File: src/core/pwm_defs.svh
// Register map, field positions, reset values and timing counts
// for the duty cycle generator bank. Definitions only.
`ifndef PWM_DEFS_SVH
`define PWM_DEFS_SVH

// ----------------------------------------
// Addressing
// ----------------------------------------
`define GEN_BASE_ADDR 24'hF05800
`define GEN_STRIDE_SHIFT 7
`define GEN_COUNT 8
`define ON_COUNT_OFS 7'h00
`define OFF_COUNT_OFS 7'h04
`define GEN_CONFIG_OFS 7'h08

// ----------------------------------------
// Configuration fields
// ----------------------------------------
`define CFG_ENABLE_BIT 0
`define CFG_CLK_SEL_BIT 1
`define CFG_INVERT_BIT 2
`define CFG_PREDIV_LSB 3
`define CFG_PREDIV_MSB 6

// ----------------------------------------
// Reset values
// ----------------------------------------
`define ON_COUNT_RESET 16'h0000
`define OFF_COUNT_RESET 16'hFFFF
`define GEN_CONFIG_RESET 7'h00

// ----------------------------------------
// Timing
// ----------------------------------------
`define CLK_PERIOD_NS 8
`define SLOW_PERIOD_NS 10000
`define SLOW_CYCLES (`SLOW_PERIOD_NS / `CLK_PERIOD_NS)

`endif

File: src/core/pwm_pkg.sv
// Types shared by the generator bank and its engines.
// Widths follow the constants header.
`default_nettype none

package pwm_pkg;

  typedef enum logic [1:0] {
    GEN_OFF = 2'b01,
    GEN_ON = 2'b10
  } gen_state_t;

  typedef struct packed {
    gen_state_t st;
    logic [15:0] cnt;
    logic [3:0] div;
    logic level;
    logic off_done;
  } engine_state_t;

  typedef struct packed {
    logic [7:0][15:0] on_count;
    logic [7:0][15:0] off_count;
    logic [7:0][15:0] hold_on;
    logic [7:0][15:0] hold_off;
    logic [7:0][3:0] fresh;
    logic [7:0][6:0] generator_config;
    logic [7:0] sleep_meta;
    logic [7:0] sleep_sync;
    logic [7:0] clk_req;
    logic [10:0] slow_cnt;
    logic slow_tick;
    logic [15:0] rdata;
    logic rvalid;
  } bank_state_t;

endpackage

`default_nettype wire

File: src/core/engine_if.sv
// Link between the register bank and one counting engine.
// Both ends run on the same clock.
`timescale 1ns/10ps
`default_nettype none

interface engine_if;
  logic enable;
  logic clk_sel;
  logic invert;
  logic sleep;
  logic slow_tick;
  logic [3:0] prediv;
  logic [15:0] on_count;
  logic [15:0] off_count;
  logic level;
  logic off_done;

  modport bank (
    output enable, clk_sel, invert, sleep, slow_tick, prediv,
    output on_count, off_count,
    input level, off_done
  );
  modport engine (
    input enable, clk_sel, invert, sleep, slow_tick, prediv,
    input on_count, off_count,
    output level, off_done
  );
endinterface

`default_nettype wire

File: src/core/duty_engine.sv
// One generator: pre-divider, 16-bit down counter, ON/OFF state.
// Assumes settings from the bank, all on clk.
`timescale 1ns/10ps
`default_nettype none

module duty_engine (
  input wire logic clk,
  input wire logic rst,
  engine_if.engine link
);
  import pwm_pkg::*;

  engine_state_t s_q;
  engine_state_t s_d;
  logic src;
  logic tick;

  always_comb begin
    s_d = s_q;
    s_d.off_done = 1'b0;
    tick = 1'b0;
    src = link.clk_sel ? link.slow_tick : 1'b1;
    if (!link.enable || link.sleep) begin
      // Clean restart on re-enable or wake
      s_d.st = GEN_OFF;
      s_d.cnt = 16'h0000;
      s_d.div = 4'h0;
    end else begin
      if (src) begin
        if (s_q.div == link.prediv) begin
          s_d.div = 4'h0;
          tick = 1'b1;
        end else begin
          s_d.div = s_q.div + 4'h1;
        end
      end
      if (link.off_count == 16'h0000) begin
        s_d.st = GEN_ON;
        s_d.cnt = 16'h0000;
      end else if (link.on_count == 16'h0000) begin
        s_d.st = GEN_OFF;
        s_d.cnt = 16'h0000;
      end else if (tick) begin
        if (s_q.cnt != 16'h0000) begin
          s_d.cnt = s_q.cnt - 16'h0001;
        end else begin
          case (s_q.st)
            GEN_OFF: begin
              s_d.cnt = link.on_count;
              s_d.st = GEN_ON;
              s_d.off_done = 1'b1;
            end
            GEN_ON: begin
              s_d.cnt = link.off_count;
              s_d.st = GEN_OFF;
            end
            default: begin
              s_d.st = GEN_OFF;
            end
          endcase
        end
      end
    end
    s_d.level = (s_d.st == GEN_ON) ^ link.invert;
  end

  always_ff @(posedge clk) begin
    if (rst) begin
      s_q.st <= GEN_OFF;
      s_q.cnt <= 16'h0000;
      s_q.div <= 4'h0;
      s_q.level <= 1'b0;
      s_q.off_done <= 1'b0;
    end else begin
      s_q <= s_d;
    end
  end

  assign link.level = s_q.level;
  assign link.off_done = s_q.off_done;

endmodule

`default_nettype wire

File: src/core/pwm_bank.sv
// Bank of eight duty cycle generators with their register file.
// Assumes a simple word bus on clk and sleep requests from elsewhere.
//
// Function
// - OFF count zero: output held fully on
// - ON zero, OFF nonzero: output fully off
// - Both nonzero: toggle with ON/OFF durations
// - Counts preload one 16-bit down counter
// - OFF and zero: load ON, go ON
// - ON and zero: load OFF, go OFF
// - Count writes land in holding registers
// - Transfer after four bytes and OFF end
// - Full on: transfer once four bytes written
// - Holding marked empty after each transfer
// - Reads return active counts, not holding
// - Disabled: counters reset, output inactive
// - Count registers unaffected by enable bit
// - Clock select: fast clock or slow enable
// - Invert bit chooses ON output level
// - Tick rate is source over divider plus one
// - Reset: ON 0000, OFF FFFF, full off
// - Eight instances, 80h apart from base
// - Pre-divider occupies config bits six to three
// - Sleep resets counters; request is inverse
// - System reset: output off, counts default
`timescale 1ns/10ps
`default_nettype none
`include "pwm_defs.svh"

module pwm_bank (
  input wire logic clk,
  input wire logic rst,
  input wire logic [23:0] bus_addr,
  input wire logic bus_wr,
  input wire logic bus_rd,
  input wire logic [1:0] bus_be,
  input wire logic [15:0] bus_wdata,
  output logic [15:0] bus_rdata,
  output logic bus_rvalid,
  input wire logic [7:0] sleep_request,
  output logic [7:0] clock_request,
  output logic [7:0] pwm_out
);
  import pwm_pkg::*;

  // ----------------------------------------
  // Decode helpers
  // ----------------------------------------
  localparam logic [23:0] BASE = `GEN_BASE_ADDR;

  function automatic logic reg_hit(
    input logic [23:0] addr,
    input logic [2:0] inst,
    input logic [6:0] ofs
  );
    reg_hit = (addr[23:10] == BASE[23:10]) &&
              (addr[9:`GEN_STRIDE_SHIFT] == inst) &&
              (addr[6:0] == ofs);
  endfunction

  function automatic logic [15:0] merge16(
    input logic [15:0] old,
    input logic [15:0] nw,
    input logic [1:0] be
  );
    merge16 = {be[1] ? nw[15:8] : old[15:8],
               be[0] ? nw[7:0] : old[7:0]};
  endfunction

  // ----------------------------------------
  // State
  // ----------------------------------------
  bank_state_t s_q;
  bank_state_t s_d;
  logic [7:0] off_done_w;
  logic [7:0] level_w;
  logic [2:0] rd_inst;
  logic [15:0] rd_val;

  // ----------------------------------------
  // Next state
  // ----------------------------------------
  always_comb begin
    s_d = s_q;
    s_d.rvalid = 1'b0;
    rd_inst = bus_addr[9:`GEN_STRIDE_SHIFT];
    rd_val = 16'h0000;

    // Sleep pins cross in through two stages
    s_d.sleep_meta = sleep_request;
    s_d.sleep_sync = s_q.sleep_meta;
    s_d.clk_req = ~s_q.sleep_sync;

    // Shared slow enable, one pulse per slow period
    s_d.slow_tick = 1'b0;
    if (s_q.slow_cnt == 11'(`SLOW_CYCLES - 1)) begin
      s_d.slow_cnt = 11'h000;
      s_d.slow_tick = 1'b1;
    end else begin
      s_d.slow_cnt = s_q.slow_cnt + 11'h001;
    end

    for (int i = 0; i < `GEN_COUNT; i++) begin
      // Transfer; also in full off or disabled, else new counts never land
      if (s_q.fresh[i] == 4'hF &&
          (off_done_w[i] ||
           s_q.off_count[i] == 16'h0000 ||
           s_q.on_count[i] == 16'h0000 ||
           !s_q.generator_config[i][`CFG_ENABLE_BIT])) begin
        s_d.on_count[i] = s_q.hold_on[i];
        s_d.off_count[i] = s_q.hold_off[i];
        s_d.fresh[i] = 4'h0;
      end
      // A byte written in the transfer cycle stays pending
      if (bus_wr && reg_hit(bus_addr, 3'(i), `ON_COUNT_OFS)) begin
        s_d.hold_on[i] = merge16(s_q.hold_on[i], bus_wdata, bus_be);
        s_d.fresh[i][1:0] = s_d.fresh[i][1:0] | bus_be;
      end
      if (bus_wr && reg_hit(bus_addr, 3'(i), `OFF_COUNT_OFS)) begin
        s_d.hold_off[i] = merge16(s_q.hold_off[i], bus_wdata, bus_be);
        s_d.fresh[i][3:2] = s_d.fresh[i][3:2] | bus_be;
      end
      if (bus_wr && bus_be[0] &&
          reg_hit(bus_addr, 3'(i), `GEN_CONFIG_OFS)) begin
        s_d.generator_config[i] = bus_wdata[6:0];
      end
    end

    // Reads: active counts only, reserved bits zero
    if (bus_rd) begin
      if (reg_hit(bus_addr, rd_inst, `ON_COUNT_OFS)) begin
        rd_val = s_q.on_count[rd_inst];
      end else if (reg_hit(bus_addr, rd_inst, `OFF_COUNT_OFS)) begin
        rd_val = s_q.off_count[rd_inst];
      end else if (reg_hit(bus_addr, rd_inst, `GEN_CONFIG_OFS)) begin
        rd_val = {9'h000, s_q.generator_config[rd_inst]};
      end else begin
        rd_val = 16'h0000;
      end
      s_d.rdata = rd_val;
      s_d.rvalid = 1'b1;
    end
  end

  // ----------------------------------------
  // Registers
  // ----------------------------------------
  always_ff @(posedge clk) begin
    if (rst) begin
      for (int i = 0; i < `GEN_COUNT; i++) begin
        s_q.on_count[i] <= `ON_COUNT_RESET;
        s_q.off_count[i] <= `OFF_COUNT_RESET;
        s_q.hold_on[i] <= `ON_COUNT_RESET;
        s_q.hold_off[i] <= `OFF_COUNT_RESET;
        s_q.fresh[i] <= 4'h0;
        s_q.generator_config[i] <= `GEN_CONFIG_RESET;
      end
      s_q.sleep_meta <= 8'h00;
      s_q.sleep_sync <= 8'h00;
      s_q.clk_req <= 8'hFF;
      s_q.slow_cnt <= 11'h000;
      s_q.slow_tick <= 1'b0;
      s_q.rdata <= 16'h0000;
      s_q.rvalid <= 1'b0;
    end else begin
      s_q <= s_d;
    end
  end

  // ----------------------------------------
  // Engines
  // ----------------------------------------
  for (genvar g = 0; g < `GEN_COUNT; g++) begin : gen_inst
    engine_if link ();
    assign link.enable = s_q.generator_config[g][`CFG_ENABLE_BIT];
    assign link.clk_sel = s_q.generator_config[g][`CFG_CLK_SEL_BIT];
    assign link.invert = s_q.generator_config[g][`CFG_INVERT_BIT];
    assign link.prediv =
      s_q.generator_config[g][`CFG_PREDIV_MSB:`CFG_PREDIV_LSB];
    assign link.sleep = s_q.sleep_sync[g];
    assign link.slow_tick = s_q.slow_tick;
    assign link.on_count = s_q.on_count[g];
    assign link.off_count = s_q.off_count[g];
    assign off_done_w[g] = link.off_done;
    assign level_w[g] = link.level;

    duty_engine u_engine (
      .clk(clk),
      .rst(rst),
      .link(link.engine)
    );
  end

  // ----------------------------------------
  // Outputs, all from flip-flops
  // ----------------------------------------
  assign bus_rdata = s_q.rdata;
  assign bus_rvalid = s_q.rvalid;
  assign clock_request = s_q.clk_req;
  assign pwm_out = level_w;

endmodule

`default_nettype wire

File: config.mk
export PLATFORM = sky130hd
export DESIGN_NAME = pwm_bank
export DESIGN_NICKNAME = d
export VERILOG_FILES = /design/src/core/pwm_pkg.sv /design/src/core/engine_if.sv /design/src/core/duty_engine.sv /design/src/core/pwm_bank.sv
export VERILOG_INCLUDE_DIRS = /design/src /design/src/core
export SDC_FILE = /design/constraint.sdc
export NUM_CORES = 2
export LEC_CHECK = 0
export BUFFER_PORTS_ARGS = -buffer_cell sky130_fd_sc_hd__buf_2
export CORE_MARGIN = 2
export CORE_UTILIZATION = 47
export CTS_BUF_LIST = sky130_fd_sc_hd__clkbuf_4 sky130_fd_sc_hd__clkbuf_8
export CTS_CLUSTER_SIZE = 28
export DETAILED_ROUTE_END_ITERATION = 10
export HOLD_SLACK_MARGIN = 0.12
export PLACE_DENSITY_LB_ADDON = 0.12
export SLEW_MARGIN = 25
export SYNTH_ARGS = -nofsm -noshare
export SYNTH_HDL_FRONTEND = slang
export SYNTH_HIERARCHICAL = 1
export SYNTH_SLANG_ARGS = --single-unit
File: constraint.sdc
create_clock -name clk -period 3.8 [get_ports clk]
set_input_delay 0.76 -clock clk [delete_from_list [all_inputs] [get_ports clk]]
set_output_delay 0.76 -clock clk [all_outputs]
set_load 0.01 [all_outputs]
==> results.sh <==
export IMPL_gp_congestion=0.9548
export IMPL_dp_cells=5891
export IMPL_grt_pass1_vias=34110
export IMPL_grt_max_degree=149
export IMPL_ys_async_sr_fraction_pct=0
export IMPL_grtUsageTotal_pct=32.39
export IMPL_fill_cells=8287
export IMPL_synth_warnings=6
export IMPL_port_buffers=86
export IMPL_p_comb_share_pct=3.5
export IMPL_wire_per_inst_um=24.21
export IMPL_pwr_share_clk_pct=48.8
export IMPL_worst_setup_hold_path_clk_slew_ns=0.06
export IMPL_synth_largest_area_cell="dfxtp_1"
export IMPL_area_growth_pct=11.89
export IMPL_p_sw_uw=4449
export IMPL_swShare_pct=23.86
export IMPL_max_cap_violations=0
export IMPL_cp_max_fo=27
export IMPL_synth_area_um2=40770
export IMPL_max_stage_delay_ns=0.90
export IMPL_crit_path_cell_trace="nor4_1 > a41oi_1 > a21oi_4 > buf_4 > nor3_1 > a21oi_1"
export IMPL_tightest_slew_ns=1.138
export IMPL_htreeDepth=4
export IMPL_leakagePower_uw=0.01627
export IMPL_clock_path_buffers=3
export IMPL_cp_end_kind="flip-flop"
export IMPL_drcViolationCount=0
export IMPL_synth_seq_cells=845
export IMPL_die_width_um=298.5
export IMPL_cts_tree="done"
export IMPL_place_area_um2=42300
export IMPL_first_iter_violations=5081
export IMPL_reg2reg_depth=6
export IMPL_via_per_inst=6.186
export IMPL_dieArea_um2=89110
export IMPL_irDropWorstVdd_uv=327.2
export IMPL_synth_ff_type="dfxtp_1"
export IMPL_finalSetupViolations=0
export IMPL_io_pins=87
export IMPL_cts_buffers=150
export IMPL_post_cts_setup_buffers=0
export IMPL_finalPower_uw=18650
export IMPL_insertion_delay_ns=0.83
export IMPL_required_ns=4.56
export IMPL_fin_util_pct=52.83
export IMPL_pwr_share_seq_pct=47.7
export IMPL_timing_fmax_mhz=329.0
export IMPL_cts_resized=0
export IMPL_critPathKind="flip-flop to flip-flop"
export IMPL_slew_violations=0
export IMPL_antenna_found_initial=4
export IMPL_setup_tns_ns=0
export IMPL_finalHoldViolations=0
export IMPL_die_y_um=298.5
export IMPL_worstPathArrival_ns=3.80
export IMPL_cts_sinks=845
export IMPL_drive_above_1_share_pct=13.31
export IMPL_drt_wl_total_um=149400
export IMPL_hold_path_depth=2
export IMPL_yosys_top_cells_area="dfxtp_1, a21oi_1, nand2_1, mux2i_1, nor2_1"
export IMPL_core_area_um2=86350
export IMPL_crit_path_top_delay_cell="a21oi_4"
export IMPL_slew_headroom_pct=24.13
export IMPL_min_path_type="input port to flip-flop"
export IMPL_postSynthCellCount=4896
export IMPL_fin_area_um2=45610
export IMPL_fin_crit_sh_pct=79.98
export IMPL_vias=38160
export IMPL_grt_overflow=0
export IMPL_dp_hpwl_um=101500
export IMPL_synth_top_area_share_pct=41.50
export IMPL_internal_power_uw=14200
export IMPL_ys_seq_area_share_pct=41.50
export IMPL_rsz0062_at_grt="false"
export IMPL_synth_edf_count=0
export IMPL_synth_cell_types=70
export IMPL_fin_worst_skew_ns=0.03237
export IMPL_holdBufCountCts=6
export IMPL_fin_nets=4974
export IMPL_cellPowerDensity_nw_per_um2=408.8
export IMPL_num_rows=108
export IMPL_grt_pass1_wl_um=220800
export IMPL_cts_root_buffer="clkbuf_8"
export IMPL_layout_min_cycle_time_ns=3.039
export IMPL_final_instance_count_excl_fill=6169
export IMPL_ant_nets=0
export IMPL_synth_nets=4976
export IMPL_critPathLaunchType="flip-flop"
export IMPL_syn_area_per_cell_um2=8.327
export IMPL_dr_pass1_iters=6
export IMPL_initial_utilization_pct=47.21
export IMPL_status="complete, no violations"
-- path summary, 6_finish.rpt --
kind / start / endpoint / slack, ns
hold reg to reg: gen_inst[2].link.sleep$_SDFF_PP0_ / clock_request[2]$_SDFF_PP1_ / 0.42
hold / removal: sleep_request[0] / s_d[37]$_SDFF_PP0_ / 0.17
setup reg to reg: gen_inst[3].link.on_count[10]$_SDFFE_PP0P_ / gen_inst[3].link.off_count[9]$_SDFFE_PP1P_ / 0.76
setup / recovery: gen_inst[3].link.on_count[10]$_SDFFE_PP0P_ / gen_inst[3].link.off_count[9]$_SDFFE_PP1P_ / 0.76
-- logic make-up (layout without fill, tap and decap cells) --
family	count (synthesis)	after routing	share of synthesized area, %
multiplexers	327	327	10.34
AND/OR/NAND/NOR	2167	2167	26.64
other	0	3	0
AO/OA/AOI/OAI	1055	1055	14.82
adder cells (fa/ha/maj)	26	26	0.7980
XOR/XNOR	65	65	1.396
buffers and inverters	411	526	4.506
flip-flops	845	845	41.50
-- final cells by class --
| class | instances | area, um2 | share of cell area (%) |
|---|---|---|---|
| Clock buffer | 237 | 2999 | 6.575 |
| Tap cell | 1155 | 1445 | 3.168 |
| Antenna cell | 3 | 7.507 | 0.01646 |
| Clock inverter | 32 | 242.7 | 0.5321 |
| Multi-Input combinational cell | 3640 | 22150 | 48.57 |
| Timing Repair Buffer | 231 | 1752 | 3.840 |
| Sequential cell | 845 | 16920 | 37.09 |
| Inverter | 26 | 97.59 | 0.2140 |
-- cells in the mapped netlist, types with 6 or more instances --
library cell	n
inv_1	25
mux2_2	9
nor4_4	23
a31o_2	8
nor4_1	158
buf_6	12
a211oi_1	7
nor3b_1	52
nor2b_1	66
and3_1	39
nand4_1	85
o21ai_0	136
nor2_1	525
and2_1	25
mux4_2	74
mux2i_1	239
buf_2	45
a21oi_1	505
a22oi_1	20
xor2_1	44
o211ai_1	25
a41oi_1	8
ha_1	26
nand2_1	646
nand3_1	205
nor4_2	8
nor3_1	178
o311a_1	8
a31oi_1	161
buf_1	13
buf_4	35
and4_1	24
a21boi_0	8
o21a_1	13
o21ai_1	97
nand2b_1	76
o311ai_4	8
clkbuf_1	279
o31a_1	6
xnor2_1	21
dfxtp_1	845
or4_1	19
o22ai_1	32
-- cell usage in the layout (no fill, tap or decap), drive strengths merged, types with 8 or more instances in the layout --
master	count
dfxtp	845
nand2	646
nor2	525
a21oi	505
mux2i	239
clkbuf	237
o21ai	233
buf	225
nand3	205
nor4	189
nor3	186
a31oi	161
nand4	93
nand2b	76
mux4	74
nor2b	66
nor3b	52
xor2	44
and3	39
o22ai	32
inv	30
and2	30
ha	26
o211ai	25
and4	24
xnor2	21
clkinv	21
a22oi	20
or4	20
mux2	14
o21a	13
o311ai	9
a41oi	8
a31o	8
o311a	8
a21boi	8
-- critical path: cells and delay by family, from the launching register on --
kind / cells / cell delay [ns]
flip-flops: 1 / 0.43
AND/OR/NAND/NOR: 2 / 0.74
AO/OA/AOI/OAI: 3 / 1.43
buffers and inverters: 1 / 0.35
-- power groups by stage --
stage | clock network [uW] | logic, uW | registers (uW)
4_1_cts | 9240 | 630 | 8890
3_3_place_gp | 0 | 622 | 9090
6_report | 9110 | 648 | 8900
3_5_place_dp | 0 | 624 | 9090
2_1_floorplan | 0 | 380 | 9080
5_1_grt | 9660 | 670 | 8890
-- metrics by stage --
| step | hold WS (ns) | setup slack [ns] |
|---|---|---|
| 6_report | 0.1681 | 0.7606 |
| 5_1_grt | 0.1699 | 0.7311 |
| 4_1_cts | 0.1271 | 0.8499 |
| 3_5_place_dp | 0.3973 | 0.4963 |
| 3_3_place_gp | 0.4046 | 0.5326 |
| 2_1_floorplan | 0.3705 | 0.7924 |
-- state kept, by name, summed over array words and instances (netlist names) --
| name | flops |
|---|---|
| s_q | 299 |
| gen_inst.link.clk_sel | 8 |
| gen_inst.link.on_count | 128 |
| bus_rvalid | 1 |
| gen_inst.link.sleep | 8 |
| gen_inst.link.invert | 8 |
| gen_inst.u_engine/s_q | 176 |
| bus_rdata | 16 |
| gen_inst.link.slow_tick | 1 |
| clock_request | 8 |
| s_d | 8 |
| gen_inst.u_engine/link.level | 8 |
| gen_inst.u_engine/link.off_done | 8 |
| gen_inst.link.off_count | 128 |
| gen_inst.link.prediv | 32 |
| gen_inst.link.enable | 8 |
-- routing by layer --
layer / GRT usage, % / vias to the layer above / wire length (um)
met2: 48.48 / 1890 / 64610
met4: 15.16 / 4 / 7143
met3: 6.718 / 359 / 14230
met1: 44.70 / 18280 / 63370
li1: - / 17630 / -
met5: 0 / - / 23
No activity file was read; power rests on OpenSTA's default activity.
